==> config.mk <==
export PLATFORM = sky130hd
export DESIGN_NAME = swrl_top
export DESIGN_NICKNAME = d
export VERILOG_FILES = /design/src/inc/swrl_pkg.sv /design/src/design/swrl_front.sv /design/src/design/swrl_top.sv
export SDC_FILE = /design/constraint.sdc
export NUM_CORES = 1
export LEC_CHECK = 0
export ABC_AREA = 1
export BUFFER_PORTS_ARGS = -buffer_cell sky130_fd_sc_hd__clkbuf_2
export CORE_MARGIN = 2
export CORE_UTILIZATION = 51
export CTS_BUF_LIST = sky130_fd_sc_hd__clkbuf_4 sky130_fd_sc_hd__clkbuf_8
export DETAILED_ROUTE_END_ITERATION = 7
export GPL_ROUTABILITY_DRIVEN = 1
export GPL_TIMING_DRIVEN = 0
export PLACE_DENSITY = 0.7
export SYNTH_ARGS = -nofsm -noshare
export SYNTH_HDL_FRONTEND = slang
export SYNTH_SLANG_ARGS = --single-unit
==> constraint.sdc <==
create_clock -name aclk -period 2.9 [get_ports aclk]
set_input_delay 0.145 -clock aclk [delete_from_list [all_inputs] [get_ports aclk]]
set_output_delay 0.145 -clock aclk [all_outputs]
set_load 0.01 [all_outputs]
==> src/inc/swrl_pkg.sv <==
package swrl_pkg;

  // timing
  localparam int CLK_HZ        = 25_000_000;
  localparam int HOLDOFF_NS    = 100;
  localparam int HOLDOFF_CYC   = (HOLDOFF_NS * (CLK_HZ / 1_000_000) + 999) / 1000;
  localparam int OSC_HZ        = 30_000;
  localparam int OSC_CYC       = CLK_HZ / OSC_HZ;
  localparam int DIV_DELAY_MS  = 2;
  localparam int DIV_DELAY_CYC = DIV_DELAY_MS * (CLK_HZ / 1000);

  // ROM command codes
  localparam logic [7:0] CMD_SEARCH = 8'hF0;
  localparam logic [7:0] CMD_READ   = 8'h33;
  localparam logic [7:0] CMD_MATCH  = 8'h55;
  localparam logic [7:0] CMD_SKIP   = 8'hCC;
  localparam logic [7:0] CMD_RESUME = 8'hA5;
  localparam logic [7:0] CMD_OD_SKP = 8'h3C;
  localparam logic [7:0] CMD_OD_MAT = 8'h69;

  // divisor sequences, first byte in the low bits
  localparam logic [63:0] SEQ_A      = 64'h0000_C3F9_753D_01DD;
  localparam logic [31:0] SEQ_A_RESP = 32'hFFFF_C5CE;
  localparam logic [15:0] SEQ_B      = 16'h85AA;
  localparam logic [7:0]  CODE_OSC_HALVED  = 8'h41;
  localparam logic [7:0]  CODE_OSC_QUARTERED  = 8'h42;
  localparam logic [7:0]  CODE_OSC_EIGHTH  = 8'h43;
  localparam logic [7:0]  ARG_OSC_HALVED   = 8'h02;
  localparam logic [6:0]  BIT_PAT    = 7'b0000010;
  localparam logic [15:0] RESP_OSC_HALVED  = 16'h5F7E;
  localparam logic [15:0] RESP_OSC_QUARTERED  = 16'hAF7E;
  localparam logic [15:0] RESP_OSC_EIGHTH  = 16'h3F7F;

  // register map
  localparam logic [7:0]  REG_CTRL   = 8'h00;
  localparam logic [7:0]  REG_STATUS = 8'h04;
  localparam logic [7:0]  REG_FUNC   = 8'h08;
  localparam logic [7:0]  REG_SLOTS  = 8'h0C;
  localparam logic [7:0]  REG_ID_LO  = 8'h10;
  localparam logic [7:0]  REG_ID_HI  = 8'h14;
  localparam int          CTRL_EN    = 0;
  localparam int          CTRL_RCCLR = 1;
  localparam logic        EN_RST     = 1'b1;
  localparam logic [1:0]  RESP_OKAY  = 2'h0;
  localparam logic [1:0]  RESP_DEC   = 2'h3;

  typedef enum logic [1:0] {SWRL_OSC_UNDIVIDED, SWRL_OSC_HALVED, SWRL_OSC_QUARTERED, SWRL_OSC_EIGHTH} swrl_div_t;

  typedef struct packed {
    logic rst_pulse;
    logic valid;
    logic level;
  } swrl_slot_t;

  typedef struct packed {
    logic [21:0] rsvd;
    logic        line_high;
    logic        armed;
    swrl_div_t   div;
    logic        resume;
    logic [4:0]  state;
  } swrl_status_t;

  function automatic logic [7:0] swrl_crc8(input logic [55:0] d);
    logic [7:0] c;
    c = 8'h00;
    for (int i = 0; i < 56; i++) begin
      c = (c[0] ^ d[i]) ? ((c >> 1) ^ 8'h8C) : (c >> 1);
    end
    return c;
  endfunction : swrl_crc8

endpackage : swrl_pkg

==> src/design/swrl_front.sv <==
`timescale 1ns/1ps
module swrl_front
  import swrl_pkg::*;
(
  // clock and reset
  input  wire logic aclk,
  input  wire logic aresetn,
  // line comparators
  input  wire logic below_low,
  input  wire logic above_high,
  // filtered line
  output logic      line_high,
  output logic      slot_start
);

  typedef enum {FE_LOW, FE_HOLD, FE_HIGH} swrl_fe_t;

  swrl_fe_t   fe_reg;
  logic [3:0] hold_reg;

  always_ff @(posedge aclk) begin
    if (!aresetn) begin
      fe_reg     <= FE_LOW;
      hold_reg   <= 4'h0;
      line_high  <= 1'b0;
      slot_start <= 1'b0;
    end else begin
      slot_start <= 1'b0;
      unique case (fe_reg)
        FE_LOW: begin
          if (above_high && !below_low) begin
            fe_reg   <= FE_HOLD;
            hold_reg <= 4'h0;
          end
        end
        FE_HOLD: begin
          if (below_low) begin
            fe_reg <= FE_LOW;
          end else if (hold_reg == 4'(HOLDOFF_CYC - 1)) begin
            fe_reg    <= FE_HIGH;
            line_high <= 1'b1;
          end else begin
            hold_reg <= hold_reg + 4'h1;
          end
        end
        FE_HIGH: begin
          // only a true low restarts timing; upper dips are noise
          if (below_low) begin
            fe_reg     <= FE_LOW;
            line_high  <= 1'b0;
            slot_start <= 1'b1;
          end
        end
      endcase
    end
  end
endmodule : swrl_front

==> src/design/swrl_top.sv <==
// Design decisions made here: the AXI4-Lite interface to the registers and the register offsets.
`timescale 1ns/1ps
// Behaviour
// - search: send true ID bit, then complement, then read controller's chosen bit
// - drop out of search when the written bit differs from own ID bit
// - read ROM sends family code, 48-bit serial, then CRC, LSB first
// - match ROM compares 64 bits; function phase only on exact match
// - skip ROM goes straight to function command reception
// - resume with flag set acts like skip ROM
// - resume flag set only by successful match, search or overdrive match
// - resume flag cleared when another device gets selected
// - once high, disturbances not reaching the lower threshold are ignored
// - 100ns hold-off after rising edge; a dip restarts it
// - a fall after hold-off starts a new slot
// - oscillator undivided after reset; volatile divide by 2, 4 or 8
// - divisor scales the slow oscillator tick, never slot handling
// - first phase DD 01 3D 75 F9 C3 answered with CE C5 FF FF
// - divide by 2: AA 85 41 02 answered with 7E 5F
// - divide by 4: AA 85 42, bits 0100000, 2ms, bit 0, answer 7E AF
// - divide by 8: AA 85 43, bits 0100000, 2ms, bit 0, answer 7F 3F
// - ROM commands are 8-bit codes; 69h selects by identifier like match
module swrl_top
  import swrl_pkg::*;
#(
  parameter int          DIV_DELAY = DIV_DELAY_CYC,
  parameter logic [7:0]  FAMILY    = 8'h5A,             // arbitrary value
  parameter logic [47:0] SERIAL    = 48'h0123_4567_89AB // arbitrary value
) (
  // clock and reset
  input  wire logic        aclk,
  input  wire logic        aresetn,
  // line comparators
  input  wire logic        below_low,
  input  wire logic        above_high,
  // slot layer
  input  wire swrl_slot_t  slot,
  output logic             line_pull_low,
  // oscillator divisor
  output logic             osc_undivided,
  output logic             osc_halved,
  output logic             osc_quartered,
  output logic             osc_eighth,
  output logic             osc_tick,
  // register bus
  input  wire logic [7:0]  s_axi_awaddr,
  input  wire logic        s_axi_awvalid,
  output logic             s_axi_awready,
  input  wire logic [31:0] s_axi_wdata,
  input  wire logic [3:0]  s_axi_wstrb,
  input  wire logic        s_axi_wvalid,
  output logic             s_axi_wready,
  output logic [1:0]       s_axi_bresp,
  output logic             s_axi_bvalid,
  input  wire logic        s_axi_bready,
  input  wire logic [7:0]  s_axi_araddr,
  input  wire logic        s_axi_arvalid,
  output logic             s_axi_arready,
  output logic [31:0]      s_axi_rdata,
  output logic [1:0]       s_axi_rresp,
  output logic             s_axi_rvalid,
  input  wire logic        s_axi_rready
);

  localparam logic [63:0] ROM_ID = {swrl_crc8({SERIAL, FAMILY}), SERIAL, FAMILY};

  typedef enum {ST_WAIT, ST_CMD, ST_SEARCH, ST_READ, ST_MATCH,
                ST_FUNC, ST_TX, ST_PAT, ST_DLY} swrl_st_t;

  swrl_st_t     st_reg;
  swrl_div_t    div_reg;
  swrl_div_t    pdiv_reg;
  logic [6:0]   bitc_reg;
  logic [1:0]   ph_reg;
  logic [7:0]   sh_reg;
  logic         mism_reg;
  logic         rc_reg;
  logic         arm_reg;
  logic [2:0]   fidx_reg;
  logic         fmode_reg;
  logic [31:0]  tx_reg;
  logic [5:0]   txn_reg;
  logic [15:0]  dly_reg;
  logic [7:0]   func_reg;
  logic         pend_reg;
  logic         en_reg;
  logic         rcclr_reg;
  logic [31:0]  slots_reg;
  logic [9:0]   pre_reg;
  logic [2:0]   post_reg;
  logic [7:0]   awaddr_reg;
  logic [31:0]  wdata_reg;
  logic [3:0]   wstrb_reg;
  logic         aw_hold;
  logic         w_hold;
  logic         line_high;
  logic         slot_start;
  logic         slot_ok;
  logic [7:0]   sh_next;
  logic         id_bit;
  logic         cur_bit;
  logic         tx_active;
  logic         dly_done;
  logic [31:0]  rd_data;
  swrl_status_t status;

  swrl_front u_front (
    .aclk       (aclk),
    .aresetn    (aresetn),
    .below_low  (below_low),
    .above_high (above_high),
    .line_high  (line_high),
    .slot_start (slot_start)
  );

  function automatic logic [15:0] div_resp(input swrl_div_t d);
    unique case (d)
      SWRL_OSC_HALVED: return RESP_OSC_HALVED;
      SWRL_OSC_QUARTERED: return RESP_OSC_QUARTERED;
      SWRL_OSC_EIGHTH: return RESP_OSC_EIGHTH;
      default:   return 16'h0000;
    endcase
  endfunction : div_resp

  function automatic logic mapped(input logic [7:0] a);
    return a == REG_CTRL || a == REG_STATUS || a == REG_FUNC ||
           a == REG_SLOTS || a == REG_ID_LO || a == REG_ID_HI;
  endfunction : mapped

  // a slot counts only if the filtered front end saw its falling edge
  assign slot_ok  = slot.valid && pend_reg && en_reg;
  assign sh_next  = {slot.level, sh_reg[7:1]};
  assign id_bit   = ROM_ID[bitc_reg[5:0]];
  assign dly_done = dly_reg == 16'(DIV_DELAY);

  always_comb begin
    cur_bit   = 1'b1;
    tx_active = 1'b0;
    unique case (st_reg)
      ST_SEARCH: begin
        cur_bit   = (ph_reg == 2'h0) ? id_bit : !id_bit;
        tx_active = ph_reg != 2'h2;
      end
      ST_READ: begin
        cur_bit   = id_bit;
        tx_active = 1'b1;
      end
      ST_TX: begin
        cur_bit   = tx_reg[0];
        tx_active = 1'b1;
      end
      default: ;
    endcase
  end

  // pull low one cycle after the previous slot; slots are far longer
  always_ff @(posedge aclk) begin
    if (!aresetn) begin
      line_pull_low <= 1'b0;
    end else begin
      line_pull_low <= en_reg && tx_active && !cur_bit;
    end
  end

  always_ff @(posedge aclk) begin
    if (!aresetn) begin
      pend_reg  <= 1'b0;
      slots_reg <= 32'h0000_0000;
    end else begin
      pend_reg <= slot_start || (pend_reg && !slot_ok && !slot.rst_pulse);
      if (slot_start) begin
        slots_reg <= slots_reg + 32'h0000_0001;
      end
    end
  end

  always_ff @(posedge aclk) begin
    if (!aresetn) begin
      st_reg    <= ST_WAIT;
      bitc_reg  <= 7'h00;
      ph_reg    <= 2'h0;
      sh_reg    <= 8'h00;
      mism_reg  <= 1'b0;
      rc_reg    <= 1'b0;
      arm_reg   <= 1'b0;
      fidx_reg  <= 3'h0;
      fmode_reg <= 1'b0;
      pdiv_reg  <= SWRL_OSC_UNDIVIDED;
      div_reg   <= SWRL_OSC_UNDIVIDED;
      tx_reg    <= 32'h0000_0000;
      txn_reg   <= 6'h00;
      dly_reg   <= 16'h0000;
      func_reg  <= 8'h00;
    end else begin
      // software clear first so a same-cycle hardware set wins
      if (rcclr_reg) begin
        rc_reg <= 1'b0;
      end
      if (st_reg == ST_DLY && !dly_done) begin
        dly_reg <= dly_reg + 16'h0001;
      end
      if (slot.rst_pulse) begin
        st_reg   <= ST_CMD;
        bitc_reg <= 7'h00;
        ph_reg   <= 2'h0;
        mism_reg <= 1'b0;
        fidx_reg <= 3'h0;
      end else if (slot_ok) begin
        sh_reg <= sh_next;
        unique case (st_reg)
          ST_WAIT: ;
          ST_CMD: begin
            bitc_reg <= bitc_reg + 7'h01;
            if (bitc_reg == 7'h07) begin
              bitc_reg <= 7'h00;
              case (sh_next)
                CMD_SEARCH:            st_reg <= ST_SEARCH;
                CMD_READ:              st_reg <= ST_READ;
                CMD_MATCH, CMD_OD_MAT: st_reg <= ST_MATCH;
                CMD_SKIP, CMD_OD_SKP:  st_reg <= ST_FUNC;
                CMD_RESUME:            st_reg <= rc_reg ? ST_FUNC : ST_WAIT;
                default:               st_reg <= ST_WAIT;
              endcase
            end
          end
          ST_SEARCH: begin
            ph_reg <= ph_reg + 2'h1;
            if (ph_reg == 2'h2) begin
              ph_reg <= 2'h0;
              if (slot.level != id_bit) begin
                st_reg <= ST_WAIT;
                rc_reg <= 1'b0;
              end else if (bitc_reg == 7'h3F) begin
                st_reg   <= ST_FUNC;
                bitc_reg <= 7'h00;
                rc_reg   <= 1'b1;
              end else begin
                bitc_reg <= bitc_reg + 7'h01;
              end
            end
          end
          ST_READ: begin
            bitc_reg <= bitc_reg + 7'h01;
            if (bitc_reg == 7'h3F) begin
              st_reg   <= ST_FUNC;
              bitc_reg <= 7'h00;
            end
          end
          ST_MATCH: begin
            bitc_reg <= bitc_reg + 7'h01;
            mism_reg <= mism_reg || (slot.level != id_bit);
            if (bitc_reg == 7'h3F) begin
              bitc_reg <= 7'h00;
              if (!mism_reg && slot.level == id_bit) begin
                st_reg <= ST_FUNC;
                rc_reg <= 1'b1;
              end else begin
                st_reg <= ST_WAIT;
                rc_reg <= 1'b0;
              end
            end
          end
          ST_FUNC: begin
            bitc_reg <= bitc_reg + 7'h01;
            if (bitc_reg[2:0] == 3'h7) begin
              bitc_reg <= 7'h00;
              fidx_reg <= fidx_reg + 3'h1;
              if (fidx_reg == 3'h0) begin
                if (sh_next == SEQ_A[7:0]) begin
                  fmode_reg <= 1'b0;
                end else if (sh_next == SEQ_B[7:0] && arm_reg) begin
                  fmode_reg <= 1'b1;
                end else begin
                  func_reg <= sh_next;
                  st_reg   <= ST_WAIT;
                end
              end else if (!fmode_reg) begin
                if (sh_next != SEQ_A[{fidx_reg, 3'h0} +: 8]) begin
                  st_reg  <= ST_WAIT;
                  arm_reg <= 1'b0;
                end else if (fidx_reg == 3'h5) begin
                  tx_reg  <= SEQ_A_RESP;
                  txn_reg <= 6'd32;
                  arm_reg <= 1'b1;
                  st_reg  <= ST_TX;
                end
              end else if (fidx_reg == 3'h1) begin
                if (sh_next != SEQ_B[15:8]) begin
                  st_reg <= ST_WAIT;
                end
              end else if (fidx_reg == 3'h2) begin
                case (sh_next)
                  CODE_OSC_HALVED: pdiv_reg <= SWRL_OSC_HALVED;
                  CODE_OSC_QUARTERED: begin
                    pdiv_reg <= SWRL_OSC_QUARTERED;
                    st_reg   <= ST_PAT;
                  end
                  CODE_OSC_EIGHTH: begin
                    pdiv_reg <= SWRL_OSC_EIGHTH;
                    st_reg   <= ST_PAT;
                  end
                  default:   st_reg <= ST_WAIT;
                endcase
              end else if (sh_next == ARG_OSC_HALVED) begin
                div_reg <= pdiv_reg;
                tx_reg  <= {16'h0000, div_resp(pdiv_reg)};
                txn_reg <= 6'd16;
                arm_reg <= 1'b0;
                st_reg  <= ST_TX;
              end else begin
                st_reg <= ST_WAIT;
              end
            end
          end
          ST_PAT: begin
            bitc_reg <= bitc_reg + 7'h01;
            if (slot.level != BIT_PAT[bitc_reg[2:0]]) begin
              st_reg <= ST_WAIT;
            end else if (bitc_reg == 7'h06) begin
              st_reg  <= ST_DLY;
              dly_reg <= 16'h0000;
            end
          end
          ST_DLY: begin
            // a bit before the delay ends aborts the setting
            if (dly_done && !slot.level) begin
              div_reg <= pdiv_reg;
              tx_reg  <= {16'h0000, div_resp(pdiv_reg)};
              txn_reg <= 6'd16;
              arm_reg <= 1'b0;
              st_reg  <= ST_TX;
            end else begin
              st_reg <= ST_WAIT;
            end
          end
          ST_TX: begin
            tx_reg  <= tx_reg >> 1;
            txn_reg <= txn_reg - 6'h01;
            if (txn_reg == 6'h01) begin
              st_reg <= ST_WAIT;
            end
          end
        endcase
      end
    end
  end

  // slow tick: slot handling never looks at it
  always_ff @(posedge aclk) begin
    if (!aresetn) begin
      pre_reg       <= 10'h000;
      post_reg      <= 3'h0;
      osc_tick      <= 1'b0;
      osc_undivided <= 1'b1;
      osc_halved    <= 1'b0;
      osc_quartered <= 1'b0;
      osc_eighth    <= 1'b0;
    end else begin
      osc_undivided <= div_reg == SWRL_OSC_UNDIVIDED;
      osc_halved    <= div_reg == SWRL_OSC_HALVED;
      osc_quartered <= div_reg == SWRL_OSC_QUARTERED;
      osc_eighth    <= div_reg == SWRL_OSC_EIGHTH;
      osc_tick      <= 1'b0;
      pre_reg       <= pre_reg + 10'h001;
      if (pre_reg == 10'(OSC_CYC - 1)) begin
        pre_reg  <= 10'h000;
        post_reg <= post_reg + 3'h1;
        if (post_reg >= (3'h7 >> (2'h3 - div_reg))) begin
          post_reg <= 3'h0;
          osc_tick <= 1'b1;
        end
      end
    end
  end

  assign status = '{rsvd: 22'h0, line_high: line_high, armed: arm_reg,
                    div: div_reg, resume: rc_reg, state: 5'(st_reg)};

  always_comb begin
    unique case (s_axi_araddr)
      REG_CTRL:   rd_data = {31'h0, en_reg};
      REG_STATUS: rd_data = status;
      REG_FUNC:   rd_data = {24'h0, func_reg};
      REG_SLOTS:  rd_data = slots_reg;
      REG_ID_LO:  rd_data = ROM_ID[31:0];
      REG_ID_HI:  rd_data = ROM_ID[63:32];
      default:    rd_data = 32'h0000_0000;
    endcase
  end

  always_ff @(posedge aclk) begin
    if (!aresetn) begin
      s_axi_awready <= 1'b1;
      s_axi_wready  <= 1'b1;
      s_axi_bvalid  <= 1'b0;
      s_axi_bresp   <= RESP_OKAY;
      aw_hold       <= 1'b0;
      w_hold        <= 1'b0;
      awaddr_reg    <= 8'h00;
      wdata_reg     <= 32'h0000_0000;
      wstrb_reg     <= 4'h0;
      en_reg        <= EN_RST;
      rcclr_reg     <= 1'b0;
    end else begin
      rcclr_reg <= 1'b0;
      if (s_axi_awvalid && s_axi_awready) begin
        awaddr_reg    <= s_axi_awaddr;
        aw_hold       <= 1'b1;
        s_axi_awready <= 1'b0;
      end
      if (s_axi_wvalid && s_axi_wready) begin
        wdata_reg    <= s_axi_wdata;
        wstrb_reg    <= s_axi_wstrb;
        w_hold       <= 1'b1;
        s_axi_wready <= 1'b0;
      end
      if (aw_hold && w_hold) begin
        aw_hold      <= 1'b0;
        w_hold       <= 1'b0;
        s_axi_bvalid <= 1'b1;
        s_axi_bresp  <= mapped(awaddr_reg) ? RESP_OKAY : RESP_DEC;
        if (awaddr_reg == REG_CTRL && wstrb_reg[0]) begin
          en_reg    <= wdata_reg[CTRL_EN];
          rcclr_reg <= wdata_reg[CTRL_RCCLR];
        end
      end
      if (s_axi_bvalid && s_axi_bready) begin
        s_axi_bvalid  <= 1'b0;
        s_axi_awready <= 1'b1;
        s_axi_wready  <= 1'b1;
      end
    end
  end

  always_ff @(posedge aclk) begin
    if (!aresetn) begin
      s_axi_arready <= 1'b1;
      s_axi_rvalid  <= 1'b0;
      s_axi_rdata   <= 32'h0000_0000;
      s_axi_rresp   <= RESP_OKAY;
    end else begin
      if (s_axi_arvalid && s_axi_arready) begin
        s_axi_arready <= 1'b0;
        s_axi_rvalid  <= 1'b1;
        s_axi_rdata   <= rd_data;
        s_axi_rresp   <= mapped(s_axi_araddr) ? RESP_OKAY : RESP_DEC;
      end
      if (s_axi_rvalid && s_axi_rready) begin
        s_axi_rvalid  <= 1'b0;
        s_axi_arready <= 1'b1;
      end
    end
  end
endmodule : swrl_top

==> impl_metrics.py <==
metrics = {
    "status": {
        "status": "finished, final reports clean",
    },
    "floorplanning": {
        "start_util": 0.520,
        "die_h_um": 156,
        "rows": 55,
        "dieWidth_um": 156,
        "coreArea_sq_um": 22700,
        "io_pins": 111,
        "die_area_sq_um": 24400,
    },
    "cells_and_area": {
        "finalInstanceArea_sq_um": 13800,
        "utilization": 0.606,
        "layout_common_cells": "nand2_1 (278), nor2_1 (233), dfxtp_1 (231), inv_1 (219), o21ai_0 (142)",
        "layout_commonest_cell": "nand2_1",
        "drive_gt1_frac": 0.135,
        "finalNetCount": 1923,
        "fill_cells": 2164,
        "diodes": 0,
        "syn_to_final_growth_pct": 16.6,
    },
    "timing": {
        "fin_crit_sh": 0.969,
        "finalSetupViolCount": 0,
        "drv_slew": 0,
        "tightestPinTransition_ns": 0.886,
        "finalWorstSetupSlack_ns": 0.0910,
        "period_needed_ns": 2.81,
        "rsz0062_at_grt": "true",
        "slew_headroom": 0.409,
        "final.setup.tns_ns": 0,
        "max_freq_mhz": 356,
        "hold_viol": 0,
        "holdWs_ns": 0.0255,
        "finClkSkew_ns": 0.0457,
    },
    "yosys": {
        "async_reset_ff_frac": 0,
        "synth_seq_cells": 237,
        "yosysSeqAreaShare": 0.402,
        "synth_cell_types": 55,
        "synth-edff-count": 0,
        "synth.avg_cell_area_sq_um": 7.01,
        "syn_inst": 1683,
        "synth_area_sq_um": 11800,
        "ys_warn_count": 0,
        "syn_nets": 1777,
        "yosys_most_used_dff": "dfxtp_1",
    },
    "setup_path": {
        "crit_path_end": "func_reg[5]$_SDFFE_PN0P_",
        "cpMaxStageDelayCell": "nor2_1",
        "worstPathRequired_ns": 3.37,
        "cp-start-kind": "flop",
        "reg2reg_depth": 8,
        "rr_endpoint": "func_reg[5]$_SDFFE_PN0P_",
        "critPathKind": "reg2reg",
        "slowest_delay_ns": 0.58,
        "cp_data_arrival_time_ns": 3.27,
        "reg2reg_from": "en_reg$_SDFFE_PN1P_",
        "cp-startpoint": "en_reg$_SDFFE_PN1P_",
        "crit_path_end_kind": "flop",
        "r2r_slack_ns": 0.09,
        "crit_fanout": 10,
        "path_cells": "nand3_2, nor2_1, inv_1, or4_1, buf_2, buf_6, o21ai_2, a21oi_2",
    },
    "clocking": {
        "clockBufferDepth": 3,
        "cts_sinks": 237,
        "clk_latency_ns": 0.57,
        "clock-root-buffer": "clkbuf_8",
        "htreeDepth": 2,
        "cts_tree": "yes",
        "cts_made_buffers": 40,
        "clk_pin_slew_ns": 0.06,
    },
    "route": {
        "vias_per_cell": 5.34,
        "wirelength_um": 31100,
        "route.vias.total": 11400,
        "route.detailed.drc": 0,
        "wire_per_inst_um": 14.5,
        "drt_iter0_markers": 825,
        "first_pass_iters": 5,
        "ant_nets": 0,
    },
    "place": {
        "io_buffers": 76,
        "placed_cell_area_sq_um": 12500,
        "pre_cts_slack_ns": -0.130,
        "place.gp.congestion": 0.958,
        "dp_hpwl_um": 22900,
    },
    "global_routing": {
        "grt_start_max_net_pins": 12,
        "grt_util_all_layers": 0.255,
        "grt-ovfl-total": 0,
        "grt_pass1_wl_um": 50700,
        "antenna_found_initial": 0,
        "grt_pass1_vias": 10400,
    },
    "worst_hold_path": {
        "worstHoldStart": "s_axi_wvalid",
        "hold_depth": 4,
        "hold_class": "in2reg",
    },
    "power_and_ir_drop": {
        "powerDensity_nw_per_um2": 522,
        "irDropWorstVdd_uv": 495,
        "leakage_nw": 5.48,
    },
    "run": {
        "drv_cap": 0,
    },
}
==> how the worst min path moves through the flow <==
stage / end / slack (ns)
2_1_floorplan: st_reg[0]$_SDFFE_PN0P_ / 0.28
3_3_place_gp: s_axi_arready$_SDFFE_PP1P_ / 0.38
3_5_place_dp: s_axi_arready$_SDFFE_PP1P_ / 0.38
4_1_cts: wstrb_reg[0]$_SDFFE_PN0P_ / 0.009
5_1_grt: wdata_reg[1]$_SDFFE_PN0P_ / 0.07
6_report: wstrb_reg[0]$_SDFFE_PN0P_ / 0.03
==> where the power goes <==
group | internal [W] | switching [W] | leakage, nW
Combinational | 0.000197 | 0.000368 | 3.09
Clock | 0.00185 | 0.00137 | 0.466
Sequential | 0.00334 | 0.0000590 | 1.92
==> critical path, delay by kind of cell, from the launching register on <==
family,cells,cell delay [ns]
buf+inv,3,0.63
compound gates,2,0.16
flops,1,0.51
simple gates,3,1.42
==> timing repair <==
action,4_1_cts,5_1_grt
gates resized for setup,4,27
endpoints found under the setup margin,1,32
hold buffers,19,0
hold endpoints to repair,21,0
setup buffers,0,9
pin swaps,0,9
==> synthesized netlist by cell type (18+ instances only) <==
cell type  number  area (sq um)
a31oi_1        18           113
nor3_1         55           275
ha_1           30           375
nand4_1        30           188
nor2_1        241           905
nand3_1        72           360
dfxtp_1       237          4740
xor2_1         26           228
o21ai_0       142           711
clkbuf_1       34           128
nand2_1       282          1060
a21oi_1       140           701
inv_1         222           833
==> area by class of cell <==
cell class / count / area [sq um] / area share
Buffer: 54 / 251 / 0.0183
Clock buffer: 64 / 806 / 0.0586
Clock inverter: 6 / 70.1 / 0.00509
Inverter: 232 / 876 / 0.0637
Multi-Input combinational cell: 1160 / 6010 / 0.437
Sequential cell: 237 / 4750 / 0.345
Tap cell: 285 / 357 / 0.0259
Timing Repair Buffer: 104 / 638 / 0.0464
==> kinds of logic (layout without fill, tap and decap cells) <==
group | after synthesis | count (layout) | share of synthesized area
buffers and inverters | 286 | 460 | 0.0955
and+or+nand+nor | 749 | 749 | 0.286
DFF | 237 | 237 | 0.402
xor gates and xnor gates | 28 | 28 | 0.0208
AOI/OAI and AO/OA | 353 | 353 | 0.164
adders and majority gates | 30 | 30 | 0.0318
==> per-stage QoR <==
stage,total power [W],instances
2_1_floorplan,0.00383,1683
3_3_place_gp,0.00399,2044
3_5_place_dp,0.00401,2044
4_1_cts,0.00724,2133
5_1_grt,0.00747,2142
6_report,0.00719,2142
==> routing by layer <==
layer  vias up  track usage  routed length [um]
met5         -            0                   0
met4         0       0.0865                 774
met3        70       0.0414                1820
met2       315        0.404               13600
met1      5239        0.354               15000
li1       5814            -                   -
Note: power is estimated with default switching activity, not from simulation.
